## config.mk

```make
export PLATFORM = sky130hd
export DESIGN_NAME = cispio_top
export DESIGN_NICKNAME = d
export VERILOG_FILES = /design/src/core/cispio_pkg.sv /design/src/core/cispio_top.sv /design/src/core/cispio_pin_ctrl.sv
export VERILOG_INCLUDE_DIRS = /design/src /design/src/core
export SDC_FILE = /design/constraint.sdc
export NUM_CORES = 2
export LEC_CHECK = 0
export BUFFER_PORTS_ARGS = -buffer_cell sky130_fd_sc_hd__clkbuf_2
export CORE_UTILIZATION = 55
export CTS_BUF_LIST = sky130_fd_sc_hd__clkbuf_8
export CTS_CLUSTER_DIAMETER = 100
export DETAILED_ROUTE_END_ITERATION = 16
export PLACE_DENSITY = 0.72
export RECOVER_POWER = 25
export SLEW_MARGIN = 20
export SYNTH_ARGS = -nofsm -noshare
export SYNTH_HDL_FRONTEND = slang
export SYNTH_SLANG_ARGS = --single-unit
```

## constraint.sdc

```tcl
create_clock -name core_clk -period 50.9 [get_ports core_clk]
set_input_delay 7.635 -clock core_clk [delete_from_list [all_inputs] [get_ports core_clk]]
set_output_delay 7.635 -clock core_clk [all_outputs]
set_load 0.05 [all_outputs]
```

## src/core/cispio_params.svh

```systemverilog
/*
  Constants of the in-system programming and I/O control block: register
  offsets, instruction codes, configuration word map and pulse times.
  Assumes it is included by bare name from core/ and testbench/ files.
*/
`ifndef CISPIO_PARAMS_SVH
`define CISPIO_PARAMS_SVH

// clock rate and documented waits
`define CISPIO_CLK_MHZ      100
`define CISPIO_ENTER_US     1000
`define CISPIO_EXIT_US      1000
`define CISPIO_ERASE_US     100000
`define CISPIO_PROG_US      1000
`define CISPIO_READ_NS      100
`define CISPIO_CLK_NS       10

// instruction register
`define CISPIO_IR_W         4
`define CISPIO_IR_CAPTURE   4'h1
`define CISPIO_IR_IDCODE    4'h1
`define CISPIO_IR_ENTER     4'h2
`define CISPIO_IR_ERASE     4'h3
`define CISPIO_IR_ADDR      4'h4
`define CISPIO_IR_PROG      4'h5
`define CISPIO_IR_VERIFY    4'h6
`define CISPIO_IR_EXIT      4'h7

// data path and configuration word map
`define CISPIO_DR_W         36
`define CISPIO_ADDR_W       5
`define CISPIO_ROUTE_ADDR   5'h00
`define CISPIO_GOE_ADDR     5'h01
`define CISPIO_PIN_ADDR     5'h03
`define CISPIO_GOE_SEL_W    6
`define CISPIO_GOE_PER_WORD 6
`define CISPIO_PIN_IDX_W    3
`define CISPIO_GROUP_IN     36
`define CISPIO_DED_W        4
`define CISPIO_ID_W         32
`define CISPIO_ID_CODE      32'h0000_5A5B

// per-pin buffer control modes
`define CISPIO_MODE_OFF     2'h0
`define CISPIO_MODE_ON      2'h1
`define CISPIO_MODE_GOE     2'h2

// APB register offsets
`define CISPIO_CTRL_OFF     12'h000
`define CISPIO_STATUS_OFF   12'h004
`define CISPIO_CFGADDR_OFF  12'h008
`define CISPIO_CFGLO_OFF    12'h00C
`define CISPIO_CFGHI_OFF    12'h010
`define CISPIO_CTRL_RST     32'h0000_0001

`endif

```

## src/core/cispio_pkg.sv

```systemverilog
/*
  Types of the in-system programming and I/O control block.
  Assumes nothing beyond a SystemVerilog compiler.
*/
package cispio_pkg;

  typedef struct packed {
    logic        psel;
    logic        penable;
    logic        pwrite;
    logic [11:0] paddr;
    logic [31:0] pwdata;
  } cispio_apb_req_t;

  typedef struct packed {
    logic tck;
    logic tms;
    logic tdi;
  } cispio_jtag_t;

  typedef enum logic [3:0] {
    TEST_RESET, RUN_IDLE, SEL_DR, CAP_DR, SHIFT_DR, EXIT1_DR, PAUSE_DR, EXIT2_DR,
    UPD_DR, SEL_IR, CAP_IR, SHIFT_IR, EXIT1_IR, PAUSE_IR, EXIT2_IR, UPD_IR
  } cispio_tap_t;

  typedef enum logic [2:0] {
    ST_USER, ST_ENTERING, ST_IDLE, ST_ERASING, ST_PROGRAMMING, ST_READING, ST_EXITING
  } cispio_stage_t;

endpackage : cispio_pkg

```

## src/core/cispio_top.sv

```systemverilog
/*
  In-system programming and I/O control: serial test port, staged
  programming of the configuration store, routing-bus selection into a
  logic block group, global output enables and per-pin buffer control.
  Assumes an APB master on core_clk; test port and pins are asynchronous.
*/
// Function
// RQ1: all inputs, pins, macrocells drive routing bus
// RQ2: bus signals enter group through gated AND
// RQ3: pin buffer control: global enable, low, high
// RQ4: six or ten global output enables, selectable
// RQ5: low tri-states pin, high always drives
// RQ6: pin and macrocell feedback are separate
// RQ7: programming tri-states pins with weak pull-ups
// RQ8: completion flag last; pins idle until set
// RQ9: serial shift in, read data shifted out
// RQ10: programmer runs six stages, verify four
// RQ11: entry stage takes 1 ms
// RQ12: programmer checks identity before program or verify
// RQ13: bulk erase is one 100 ms pulse
// RQ14: per address: shift address, data, pulse
// RQ15: per address: address, read pulse, shift out
// RQ16: exit stage takes 1 ms
// RQ17: programmer budgets pulses plus shift cycles
// RQ18: stages strictly ordered, no overlap with pulses
// RQ19: after exit, pins regain configured enables
// RQ20: group takes 36 bus inputs plus controls
`timescale 1ns/1ns
`default_nettype none
`include "cispio_params.svh"

module cispio_top #(
  parameter int NUM_IO    = 16,
  parameter int NUM_MC    = 16,
  parameter int NUM_GOE   = 6,
  parameter int ENTER_CYC = `CISPIO_ENTER_US * `CISPIO_CLK_MHZ,
  parameter int EXIT_CYC  = `CISPIO_EXIT_US * `CISPIO_CLK_MHZ,
  parameter int ERASE_CYC = `CISPIO_ERASE_US * `CISPIO_CLK_MHZ,
  parameter int PROG_CYC  = `CISPIO_PROG_US * `CISPIO_CLK_MHZ,
  parameter logic [`CISPIO_ID_W-1:0] ID_CODE = `CISPIO_ID_CODE // arbitrary value
) (
  input  wire logic                           core_clk,
  input  wire logic                           rstn,
  input  wire cispio_pkg::cispio_apb_req_t    apbReq,
  output logic [31:0]                         prdata,
  output logic                                pready,
  output logic                                pslverr,
  input  wire cispio_pkg::cispio_jtag_t       jtag,
  output logic                                tdo,
  output logic                                tdoOe,
  input  wire logic [`CISPIO_DED_W-1:0]       dedIn,
  input  wire logic [NUM_IO-1:0]              ioIn,
  output logic [NUM_IO-1:0]                   ioOut,
  output logic [NUM_IO-1:0]                   ioOe,
  output logic [NUM_IO-1:0]                   ioPullup,
  input  wire logic [NUM_MC-1:0]              mcOut,
  output logic [`CISPIO_GROUP_IN-1:0]         groupIn,
  output logic [1:0]                          groupCtrl,
  output logic                                ispActive,
  output logic                                progDone
);
  import cispio_pkg::*;

  localparam int BUS_W     = `CISPIO_DED_W + NUM_IO + NUM_MC;
  localparam int GOE_WORDS = (NUM_GOE + `CISPIO_GOE_PER_WORD - 1) / `CISPIO_GOE_PER_WORD;
  localparam int DEPTH     = 32'(`CISPIO_PIN_ADDR) + NUM_IO + 1;
  localparam int DONE_IDX  = DEPTH - 1;
  localparam int READ_CYC  = (`CISPIO_READ_NS + `CISPIO_CLK_NS - 1) / `CISPIO_CLK_NS;
  localparam int AW        = `CISPIO_ADDR_W;
  localparam int DW        = `CISPIO_DR_W;

  // reset release and pin synchronisers
  logic rstS1_reg, rstS2_reg, rstnInt;
  cispio_jtag_t jtagS1_reg, jtagS2_reg;
  logic tckPrev_reg, tckRise, tckFall;
  logic [NUM_IO-1:0] ioS1_reg, ioS2_reg;
  logic [`CISPIO_DED_W-1:0] dedS1_reg, dedS2_reg;

  always_ff @(posedge core_clk or negedge rstn) begin
    if (!rstn) begin
      rstS1_reg <= 1'b0;
      rstS2_reg <= 1'b0;
    end else begin
      rstS1_reg <= 1'b1;
      rstS2_reg <= rstS1_reg;
    end
  end
  assign rstnInt = rstS2_reg;

  always_ff @(posedge core_clk or negedge rstnInt) begin
    if (!rstnInt) begin
      jtagS1_reg  <= '0;
      jtagS2_reg  <= '0;
      tckPrev_reg <= 1'b0;
      ioS1_reg    <= '0;
      ioS2_reg    <= '0;
      dedS1_reg   <= '0;
      dedS2_reg   <= '0;
    end else begin
      jtagS1_reg  <= jtag;
      jtagS2_reg  <= jtagS1_reg;
      tckPrev_reg <= jtagS2_reg.tck;
      ioS1_reg    <= ioIn;
      ioS2_reg    <= ioS1_reg;
      dedS1_reg   <= dedIn;
      dedS2_reg   <= dedS1_reg;
    end
  end
  assign tckRise = jtagS2_reg.tck & ~tckPrev_reg;
  assign tckFall = ~jtagS2_reg.tck & tckPrev_reg;

  // registers and state
  logic [31:0]           ctrl_reg;
  logic [AW-1:0]         cfgAddr_reg;
  cispio_tap_t           tap_reg, tapNext;
  logic [`CISPIO_IR_W-1:0] ir_reg, irShift_reg;
  logic [DW-1:0]         drShift_reg, readLatch_reg, progData_reg;
  logic                  bypass_reg;
  logic [AW-1:0]         addr_reg;
  cispio_stage_t         stage_reg;
  logic [31:0]           cnt_reg;
  logic [DW-1:0]         cfgMem_reg [DEPTH];
  logic                  jtagEn, updIr, updDr, cntEnd, drInstr;

  assign jtagEn  = ctrl_reg[0];
  assign updIr   = tckRise & (tap_reg == UPD_IR);
  assign updDr   = tckRise & (tap_reg == UPD_DR);
  assign cntEnd  = (cnt_reg == 32'h0000_0001);
  assign drInstr = (ir_reg == `CISPIO_IR_IDCODE) | (ir_reg == `CISPIO_IR_ADDR) |
                   (ir_reg == `CISPIO_IR_PROG) | (ir_reg == `CISPIO_IR_VERIFY);

  always_comb begin
    unique case (tap_reg)
      TEST_RESET: tapNext = jtagS2_reg.tms ? TEST_RESET : RUN_IDLE;
      RUN_IDLE:   tapNext = jtagS2_reg.tms ? SEL_DR : RUN_IDLE;
      SEL_DR:     tapNext = jtagS2_reg.tms ? SEL_IR : CAP_DR;
      CAP_DR:     tapNext = jtagS2_reg.tms ? EXIT1_DR : SHIFT_DR;
      SHIFT_DR:   tapNext = jtagS2_reg.tms ? EXIT1_DR : SHIFT_DR;
      EXIT1_DR:   tapNext = jtagS2_reg.tms ? UPD_DR : PAUSE_DR;
      PAUSE_DR:   tapNext = jtagS2_reg.tms ? EXIT2_DR : PAUSE_DR;
      EXIT2_DR:   tapNext = jtagS2_reg.tms ? UPD_DR : SHIFT_DR;
      UPD_DR:     tapNext = jtagS2_reg.tms ? SEL_DR : RUN_IDLE;
      SEL_IR:     tapNext = jtagS2_reg.tms ? TEST_RESET : CAP_IR;
      CAP_IR:     tapNext = jtagS2_reg.tms ? EXIT1_IR : SHIFT_IR;
      SHIFT_IR:   tapNext = jtagS2_reg.tms ? EXIT1_IR : SHIFT_IR;
      EXIT1_IR:   tapNext = jtagS2_reg.tms ? UPD_IR : PAUSE_IR;
      PAUSE_IR:   tapNext = jtagS2_reg.tms ? EXIT2_IR : PAUSE_IR;
      EXIT2_IR:   tapNext = jtagS2_reg.tms ? UPD_IR : SHIFT_IR;
      UPD_IR:     tapNext = jtagS2_reg.tms ? SEL_DR : RUN_IDLE;
    endcase
  end

  // test port controller; disabled port stays in reset
  always_ff @(posedge core_clk or negedge rstnInt) begin
    if (!rstnInt)
      tap_reg <= TEST_RESET;
    else if (!jtagEn)
      tap_reg <= TEST_RESET;
    else if (tckRise)
      tap_reg <= tapNext;
  end

  always_ff @(posedge core_clk or negedge rstnInt) begin
    if (!rstnInt) begin
      irShift_reg <= '0;
      ir_reg      <= `CISPIO_IR_IDCODE;
    end else if (tap_reg == TEST_RESET) begin
      ir_reg <= `CISPIO_IR_IDCODE;
    end else if (tckRise) begin
      unique case (tap_reg)
        CAP_IR:   irShift_reg <= `CISPIO_IR_CAPTURE;
        SHIFT_IR: irShift_reg <= {jtagS2_reg.tdi, irShift_reg[`CISPIO_IR_W-1:1]}; // RQ9
        UPD_IR:   ir_reg <= irShift_reg;
        default:  ir_reg <= ir_reg;
      endcase
    end
  end

  // data register: identity, address, data and read-back share one path
  always_ff @(posedge core_clk or negedge rstnInt) begin
    if (!rstnInt) begin
      drShift_reg <= '0;
      bypass_reg  <= 1'b0;
    end else if (tckRise && tap_reg == CAP_DR) begin
      bypass_reg <= 1'b0;
      if (ir_reg == `CISPIO_IR_IDCODE)
        drShift_reg <= DW'(ID_CODE);
      else if (ir_reg == `CISPIO_IR_VERIFY)
        drShift_reg <= readLatch_reg; // RQ15
      else
        drShift_reg <= '0;
    end else if (tckRise && tap_reg == SHIFT_DR) begin
      drShift_reg <= {jtagS2_reg.tdi, drShift_reg[DW-1:1]}; // RQ9
      bypass_reg  <= jtagS2_reg.tdi;
    end
  end

  // output changes on the falling test clock, as the far end samples on rising
  always_ff @(posedge core_clk or negedge rstnInt) begin
    if (!rstnInt) begin
      tdo   <= 1'b0;
      tdoOe <= 1'b0;
    end else if (tckFall) begin
      tdoOe <= (tap_reg == SHIFT_IR) | (tap_reg == SHIFT_DR);
      if (tap_reg == SHIFT_IR)
        tdo <= irShift_reg[0];
      else
        tdo <= drInstr ? drShift_reg[0] : bypass_reg; // RQ9 RQ15
    end
  end

  // programming stages; commands arriving during a pulse are dropped
  always_ff @(posedge core_clk or negedge rstnInt) begin
    if (!rstnInt) begin
      stage_reg    <= ST_USER;
      cnt_reg      <= '0;
      progData_reg <= '0;
    end else begin
      unique case (stage_reg)
        ST_USER: if (updIr && irShift_reg == `CISPIO_IR_ENTER) begin
          stage_reg <= ST_ENTERING;
          cnt_reg   <= 32'(ENTER_CYC); // RQ11
        end
        ST_IDLE: if (updIr && irShift_reg == `CISPIO_IR_ERASE) begin
          stage_reg <= ST_ERASING;
          cnt_reg   <= 32'(ERASE_CYC); // RQ13
        end else if (updIr && irShift_reg == `CISPIO_IR_VERIFY) begin
          stage_reg <= ST_READING;
          cnt_reg   <= 32'(READ_CYC); // RQ15
        end else if (updIr && irShift_reg == `CISPIO_IR_EXIT) begin
          stage_reg <= ST_EXITING;
          cnt_reg   <= 32'(EXIT_CYC); // RQ16
        end else if (updDr && ir_reg == `CISPIO_IR_PROG) begin
          stage_reg    <= ST_PROGRAMMING;
          cnt_reg      <= 32'(PROG_CYC); // RQ14
          progData_reg <= drShift_reg;
        end
        default: if (cntEnd) begin // RQ18
          stage_reg <= (stage_reg == ST_EXITING) ? ST_USER : ST_IDLE; // RQ19
          cnt_reg   <= '0;
        end else begin
          cnt_reg <= cnt_reg - 32'h0000_0001;
        end
      endcase
    end
  end

  always_ff @(posedge core_clk or negedge rstnInt) begin
    if (!rstnInt)
      addr_reg <= '0;
    else if (updDr && ir_reg == `CISPIO_IR_ADDR && stage_reg == ST_IDLE)
      addr_reg <= drShift_reg[AW-1:0]; // RQ14 RQ15
  end

  // store powers up erased; the completion flag lives in the last word
  always_ff @(posedge core_clk or negedge rstnInt) begin
    if (!rstnInt) begin
      for (int w = 0; w < DEPTH; w++)
        cfgMem_reg[w] <= '0;
      readLatch_reg <= '0;
    end else if (cntEnd && stage_reg == ST_ERASING) begin
      for (int w = 0; w < DEPTH; w++)
        cfgMem_reg[w] <= '0; // RQ13 RQ8
    end else if (cntEnd && stage_reg == ST_PROGRAMMING && 32'(addr_reg) < DEPTH) begin
      cfgMem_reg[addr_reg] <= progData_reg; // RQ14 RQ8
    end else if (cntEnd && stage_reg == ST_READING) begin
      readLatch_reg <= (32'(addr_reg) < DEPTH) ? cfgMem_reg[addr_reg] : '0; // RQ15
    end
  end

  // routing bus, group input gating and global output enables
  logic [BUS_W-1:0]   routeBus;
  logic [NUM_GOE-1:0] goeVec;
  logic [BUS_W-1:0]   goeSrc;

  assign routeBus = {dedS2_reg, ioS2_reg, mcOut}; // RQ1 RQ6
  assign goeSrc   = {~dedS2_reg[3], dedS2_reg[3], ~dedS2_reg[2], dedS2_reg[2],
                     ioS2_reg, mcOut}; // RQ4

  always_ff @(posedge core_clk or negedge rstnInt) begin
    if (!rstnInt) begin
      groupIn   <= '0;
      groupCtrl <= '0;
      ispActive <= 1'b0;
      progDone  <= 1'b0;
    end else begin
      groupIn   <= `CISPIO_GROUP_IN'(routeBus) & cfgMem_reg[`CISPIO_ROUTE_ADDR]; // RQ2 RQ20
      groupCtrl <= dedS2_reg[1:0]; // RQ20
      ispActive <= (stage_reg != ST_USER); // RQ7
      progDone  <= cfgMem_reg[DONE_IDX][0]; // RQ8
    end
  end

  generate
    for (genvar g = 0; g < NUM_GOE; g++) begin : g_goe
      localparam int WI = 32'(`CISPIO_GOE_ADDR) + g / `CISPIO_GOE_PER_WORD;
      localparam int FI = (g % `CISPIO_GOE_PER_WORD) * `CISPIO_GOE_SEL_W;
      logic [`CISPIO_GOE_SEL_W-1:0] sel;
      assign sel       = cfgMem_reg[WI][FI +: `CISPIO_GOE_SEL_W];
      assign goeVec[g] = (32'(sel) < BUS_W) ? goeSrc[sel] : 1'b0; // RQ4
    end
    for (genvar p = 0; p < NUM_IO; p++) begin : g_pin
      localparam int PI = 32'(`CISPIO_PIN_ADDR) + p;
      cispio_pin_ctrl #(.NUM_GOE(NUM_GOE)) u_pin (
        .clk       (core_clk),
        .rstn      (rstnInt),
        .mode      (cfgMem_reg[PI][1:0]),
        .goeSel    (cfgMem_reg[PI][`CISPIO_PIN_IDX_W+1:2]),
        .goeVec    (goeVec),
        .dout      (mcOut[p % NUM_MC]),
        .ispActive (stage_reg != ST_USER), // RQ7
        .progDone  (cfgMem_reg[DONE_IDX][0]), // RQ8
        .pinOut    (ioOut[p]),
        .pinOe     (ioOe[p]),
        .pullEn    (ioPullup[p])
      );
    end
  endgenerate

  // APB slave: no wait state, answer registered
  logic apbSetup, apbDone, apbHit;
  logic [31:0] rdMux;

  assign apbSetup = apbReq.psel & ~apbReq.penable & ~pready;
  assign apbDone  = apbReq.psel & apbReq.penable & pready;

  always_comb begin
    apbHit = 1'b1;
    rdMux  = '0;
    unique case (apbReq.paddr)
      `CISPIO_CTRL_OFF:    rdMux = ctrl_reg;
      `CISPIO_STATUS_OFF:  rdMux = {20'h0_0000, ir_reg, 3'h0, progDone, ispActive, stage_reg};
      `CISPIO_CFGADDR_OFF: rdMux = 32'(cfgAddr_reg);
      `CISPIO_CFGLO_OFF:   rdMux = (32'(cfgAddr_reg) < DEPTH) ? cfgMem_reg[cfgAddr_reg][31:0] : '0;
      `CISPIO_CFGHI_OFF:   rdMux = (32'(cfgAddr_reg) < DEPTH) ? 32'(cfgMem_reg[cfgAddr_reg][DW-1:32]) : '0;
      default:             apbHit = 1'b0;
    endcase
  end

  always_ff @(posedge core_clk or negedge rstnInt) begin
    if (!rstnInt) begin
      pready  <= 1'b0;
      pslverr <= 1'b0;
      prdata  <= '0;
    end else begin
      pready  <= apbSetup;
      pslverr <= apbSetup & ~apbHit;
      prdata  <= (apbSetup && !apbReq.pwrite) ? rdMux : '0;
    end
  end

  always_ff @(posedge core_clk or negedge rstnInt) begin
    if (!rstnInt) begin
      ctrl_reg    <= `CISPIO_CTRL_RST;
      cfgAddr_reg <= '0;
    end else if (apbDone && apbReq.pwrite && !pslverr) begin
      if (apbReq.paddr == `CISPIO_CTRL_OFF)
        ctrl_reg <= {31'h0000_0000, apbReq.pwdata[0]};
      if (apbReq.paddr == `CISPIO_CFGADDR_OFF)
        cfgAddr_reg <= apbReq.pwdata[AW-1:0];
    end
  end

endmodule : cispio_top
`default_nettype wire

```

## src/core/cispio_pin_ctrl.sv

```systemverilog
/*
  One I/O pin's buffer control: picks constant low, constant high or one
  global output enable, and overrides it while programming is active or
  the configuration is incomplete. Assumes inputs on core_clk.
*/
`timescale 1ns/1ns
`default_nettype none
`include "cispio_params.svh"

module cispio_pin_ctrl #(
  parameter int NUM_GOE = 6
) (
  input  wire logic                        clk,
  input  wire logic                        rstn,
  input  wire logic [1:0]                  mode,
  input  wire logic [`CISPIO_PIN_IDX_W-1:0] goeSel,
  input  wire logic [NUM_GOE-1:0]          goeVec,
  input  wire logic                        dout,
  input  wire logic                        ispActive,
  input  wire logic                        progDone,
  output logic                             pinOut,
  output logic                             pinOe,
  output logic                             pullEn
);
  logic modeOe;

  always_comb begin
    unique case (mode)
      `CISPIO_MODE_ON:  modeOe = 1'b1; // RQ3 RQ5
      `CISPIO_MODE_GOE: modeOe = (32'(goeSel) < NUM_GOE) ? goeVec[goeSel] : 1'b0; // RQ3
      default:          modeOe = 1'b0; // RQ5
    endcase
  end

  always_ff @(posedge clk or negedge rstn) begin
    if (!rstn) begin
      pinOe  <= 1'b0;
      pinOut <= 1'b0;
      pullEn <= 1'b0;
    end else begin
      pinOe  <= modeOe & progDone & ~ispActive; // RQ7 RQ8 RQ19
      pinOut <= dout;
      pullEn <= ispActive; // RQ7
    end
  end

endmodule : cispio_pin_ctrl
`default_nettype wire

```

==> qor.csv <==
stage,metric,value,unit
floorplanning,Initial Util,0.5558,
floorplanning,IO Count,212,
sta,max-slew violations,597,
power,power density over the cells,27.37,nW/µm²
setup_path,CP endpoint kind,asynchronous set/reset pin,
finish,area of the multi-input gates,27020,µm²
setup_path,CP Class,reg -> async,
finish,max FFs per register,720,
finish,FF/Latch Area,26150,µm²
setup_path,worst reg2reg path startpoint,rstS2_reg,
route,via count,43370,
global_routing,vias in the first global route,42822,
finish,Final nets,5372,
power,clock power share,0.472,
power,Switch Pwr,391.6,µW
route,WL/cell,24.97,µm
setup_path,crit path launch type,flop,
synthesis,Unique masters post-synth,73,
status,status,"finished, violations left",
setup_path,reg-to-reg endpoint,cfgAddr_reg[0],
sta,Worst Max-Slew Pin Slew,8305,ps
synthesis,Post-Synthesis Cells,5380,
synthesis,register bit total from synthesis,1044,
floorplanning,Placeable Area,100100,µm²
setup_path,WP data required,51650,ps
global_routing,largest net degree at the start of global routing,235,
power,Comb pwr share,0.020,
job,max-cap violations,8,
clock_tree,Post-CTS Setup Bufs,0,
clock_tree,clk buf depth,3,
power,worst vdd ir,0.02302,mV
sta,final hold violations,0,
clock_tree,Clk Tree Root Cell,clkbuf_8,
finish,final instance area,60260,µm²
synthesis,Post-Syn Nets,5502,
finish,"leading cell type in the layout, fill and taps excluded",nand2_1,
finish,Filler Cells Inserted,8134,
route,starting DRC count in detailed routing,4994,
route,Avg Vias per Cell,6.475,
hold_path,hold path cells,0,
sta,Final WS setup,37770,ps
setup_path,CP peak stage delay,5940,ps
setup_path,R2R cell count,5,
global_routing,first-pass GRT wire length,258.1,mm
power,switch share,0.2374,
hold_path,Hold Crit Class,reg -> reg,
power,Leakage,25.27,nW
synthesis,register area share after synthesis,0.4694,
synthesis,synthesis warning total,0,
setup_path,CP dominant cell by count,buf_4,
clock_tree,CTS tree,done,
global_routing,GRT Residual Overflow,0,
floorplanning,die width,320.1,µm
sta,Setup TNS,0,ps
setup_path,Critical Path AT,13880,ps
synthesis,"Top FF cell, synth",dfrtp_1,
placed_design,IO buf count,184,
route,Routed WL,167.3,mm
route,antenna-violating nets left,0,
placed_design,routability-driven placement congestion ratio,0.9250,
sta,Tmin final,13130,ps
clock_tree,Clock Pin Slew Worst Setup and Hold Paths,70,ps
placed_design,Place WS,40450,ps
sta,RSZ-0062 raised after global routing,no,
placed_design,DP Area,56610,µm²
route,DRC Markers,0,
synthesis,Post-synth EDFFs,0,
synthesis,Syn Std Cell Area,55660,µm²
status,failing checks,"max-capacitance violations, max-slew violations",
clock_tree,htree depth,4,
placed_design,Post-DP HPWL,101.5,mm
clock_tree,Clock Latency Late Sink,900,ps
synthesis,Mean Syn Cell Area,10.35,µm²
route,DR pass1 iterations,6,
clock_tree,# clock sinks,1044,
sta,skew final,57.56,ps
finish,share of cells above drive strength 1,0.2030,
floorplanning,Die Ht,320.1,µm
setup_path,critical path's slowest cell,clkbuf_1,
clock_tree,post-CTS sizing,0,
clock_tree,hold-fix buffers at CTS,0,
finish,most frequent cells in the layout,"1537 x nand2_1, 1034 x dfrtp_1, 571 x o21ai_0, 474 x mux4_2, 227 x clkbuf_8",
sta,endpoints failing setup,0,
hold_path,worst hold start,ioS1_reg[15],
power,cell-internal power,1.258,mW
global_routing,initial antenna violation count,3,
hold_path,"Endpoint, Worst Hold",ioS2_reg[15],
setup_path,flop2flop setup slack,37770,ps
synthesis,asr flop ratio synth,1.000,
sta,Tcrit/Tclk final,0.2579,
global_routing,GRT Util Overall,0.3336,
floorplanning,row count,116,
finish,Layout Area Growth over Synthesis,8.259,%
setup_path,crit path max fanout,155,
sta,fmax,76.17,MHz
power,Flop pwr share,0.507,
floorplanning,die footprint,102500,µm²
sta,Rel. slew slack,-4.537,
setup_path,CP cell instances,clkbuf_1 > clkbuf_1 > buf_4 > buf_4 > buf_4,
clock_tree,CTS Buf Count,176,
cell type report:
class	instances	share of cell area
tap	1298	0.02695
clock inverter	96	0.009406
antenna	5	0.0002076
multi-input combinational	3705	0.4484
timing repair buffer	259	0.02523
sequential	1044	0.4340
clock buffer	227	0.05185
inverter	64	0.003987
cells by family (layout without fill, tap and decap cells):
kind of cell	after synthesis	in the layout	synth area share
AND/OR/NAND/NOR	2097	2097	0.1573
buffers and inverters	631	646	0.04795
flip-flops	1044	1044	0.4694
AO/OA/AOI/OAI	971	971	0.1018
multiplexers	595	595	0.2147
other	1	6	0.00006737
adder cells (fa/ha/maj)	34	34	0.007643
XOR/XNOR	7	7	0.001102
per-layer routing:
layer  track usage  part of all wire  up-vias
met2        0.5106              0.46     2465
met3       0.06958             0.096      545
met1        0.4329              0.37    21609
met4        0.2228             0.071        0
met5             0                 0        -
li1              -                 -    18751
power by group through the flow:
stage	combinational, mW	sequential (mW)	clock, mW
5_1_grt	0.0374	0.837	0.829
3_3_place_gp	0.0341	0.851	0
4_1_cts	0.0345	0.837	0.787
2_1_floorplan	0.0102	0.863	0
6_report	0.0336	0.837	0.779
3_5_place_dp	0.0344	0.851	0
cell usage after synthesis, types with 34 or more instances:
library cell / instances / area share
nand2_1: 1538 / 0.10
mux2_2: 50 / 0.010
a22oi_1: 68 / 0.0092
buf_4: 53 / 0.0071
buf_2: 44 / 0.0040
dfrtp_1: 1042 / 0.47
and2_1: 43 / 0.0048
inv_1: 63 / 0.0042
nand3_1: 200 / 0.018
a21oi_1: 120 / 0.011
o31ai_1: 49 / 0.0066
clkbuf_1: 388 / 0.026
o21ai_0: 571 / 0.051
mux2i_1: 71 / 0.013
nor2_1: 152 / 0.010
mux4_2: 474 / 0.19
buf_1: 75 / 0.0051
ha_1: 34 / 0.0076
metrics by stage:
stage          hold slack, ps    util  std cells  power [mW]
2_1_floorplan           331.2       -       5380      0.8734
4_1_cts                 347.4  0.6021       6693       1.658
5_1_grt                 356.2  0.6016       6695       1.703
3_5_place_dp            335.6  0.5653       6370      0.8859
6_report                330.7  0.6017       6698       1.650
3_3_place_gp            334.1  0.5653       6370      0.8854
critical path: cells and delay by family (launching register included):
family	cells	cell delay, ps
buffers and inverters	5	11050
flip-flops	1	1660
worst max path at each step:
stage                                      start  cells past startpoint                     to
final                                  rstS2_reg                      5         cfgAddr_reg[0]
after CTS                 g_pin[11].u_pin.pullEn                      1           ioPullup[15]
after floorplan                        rstS2_reg                      0            addr_reg[0]
after detailed placement              apbReq[39]                      7             prdata[25]
after global placement                 mcOut[15]                      8  g_pin[11].u_pin.pinOe
after global routing                   rstS2_reg                      5            addr_reg[0]
(Power assumes the default switching activity.)
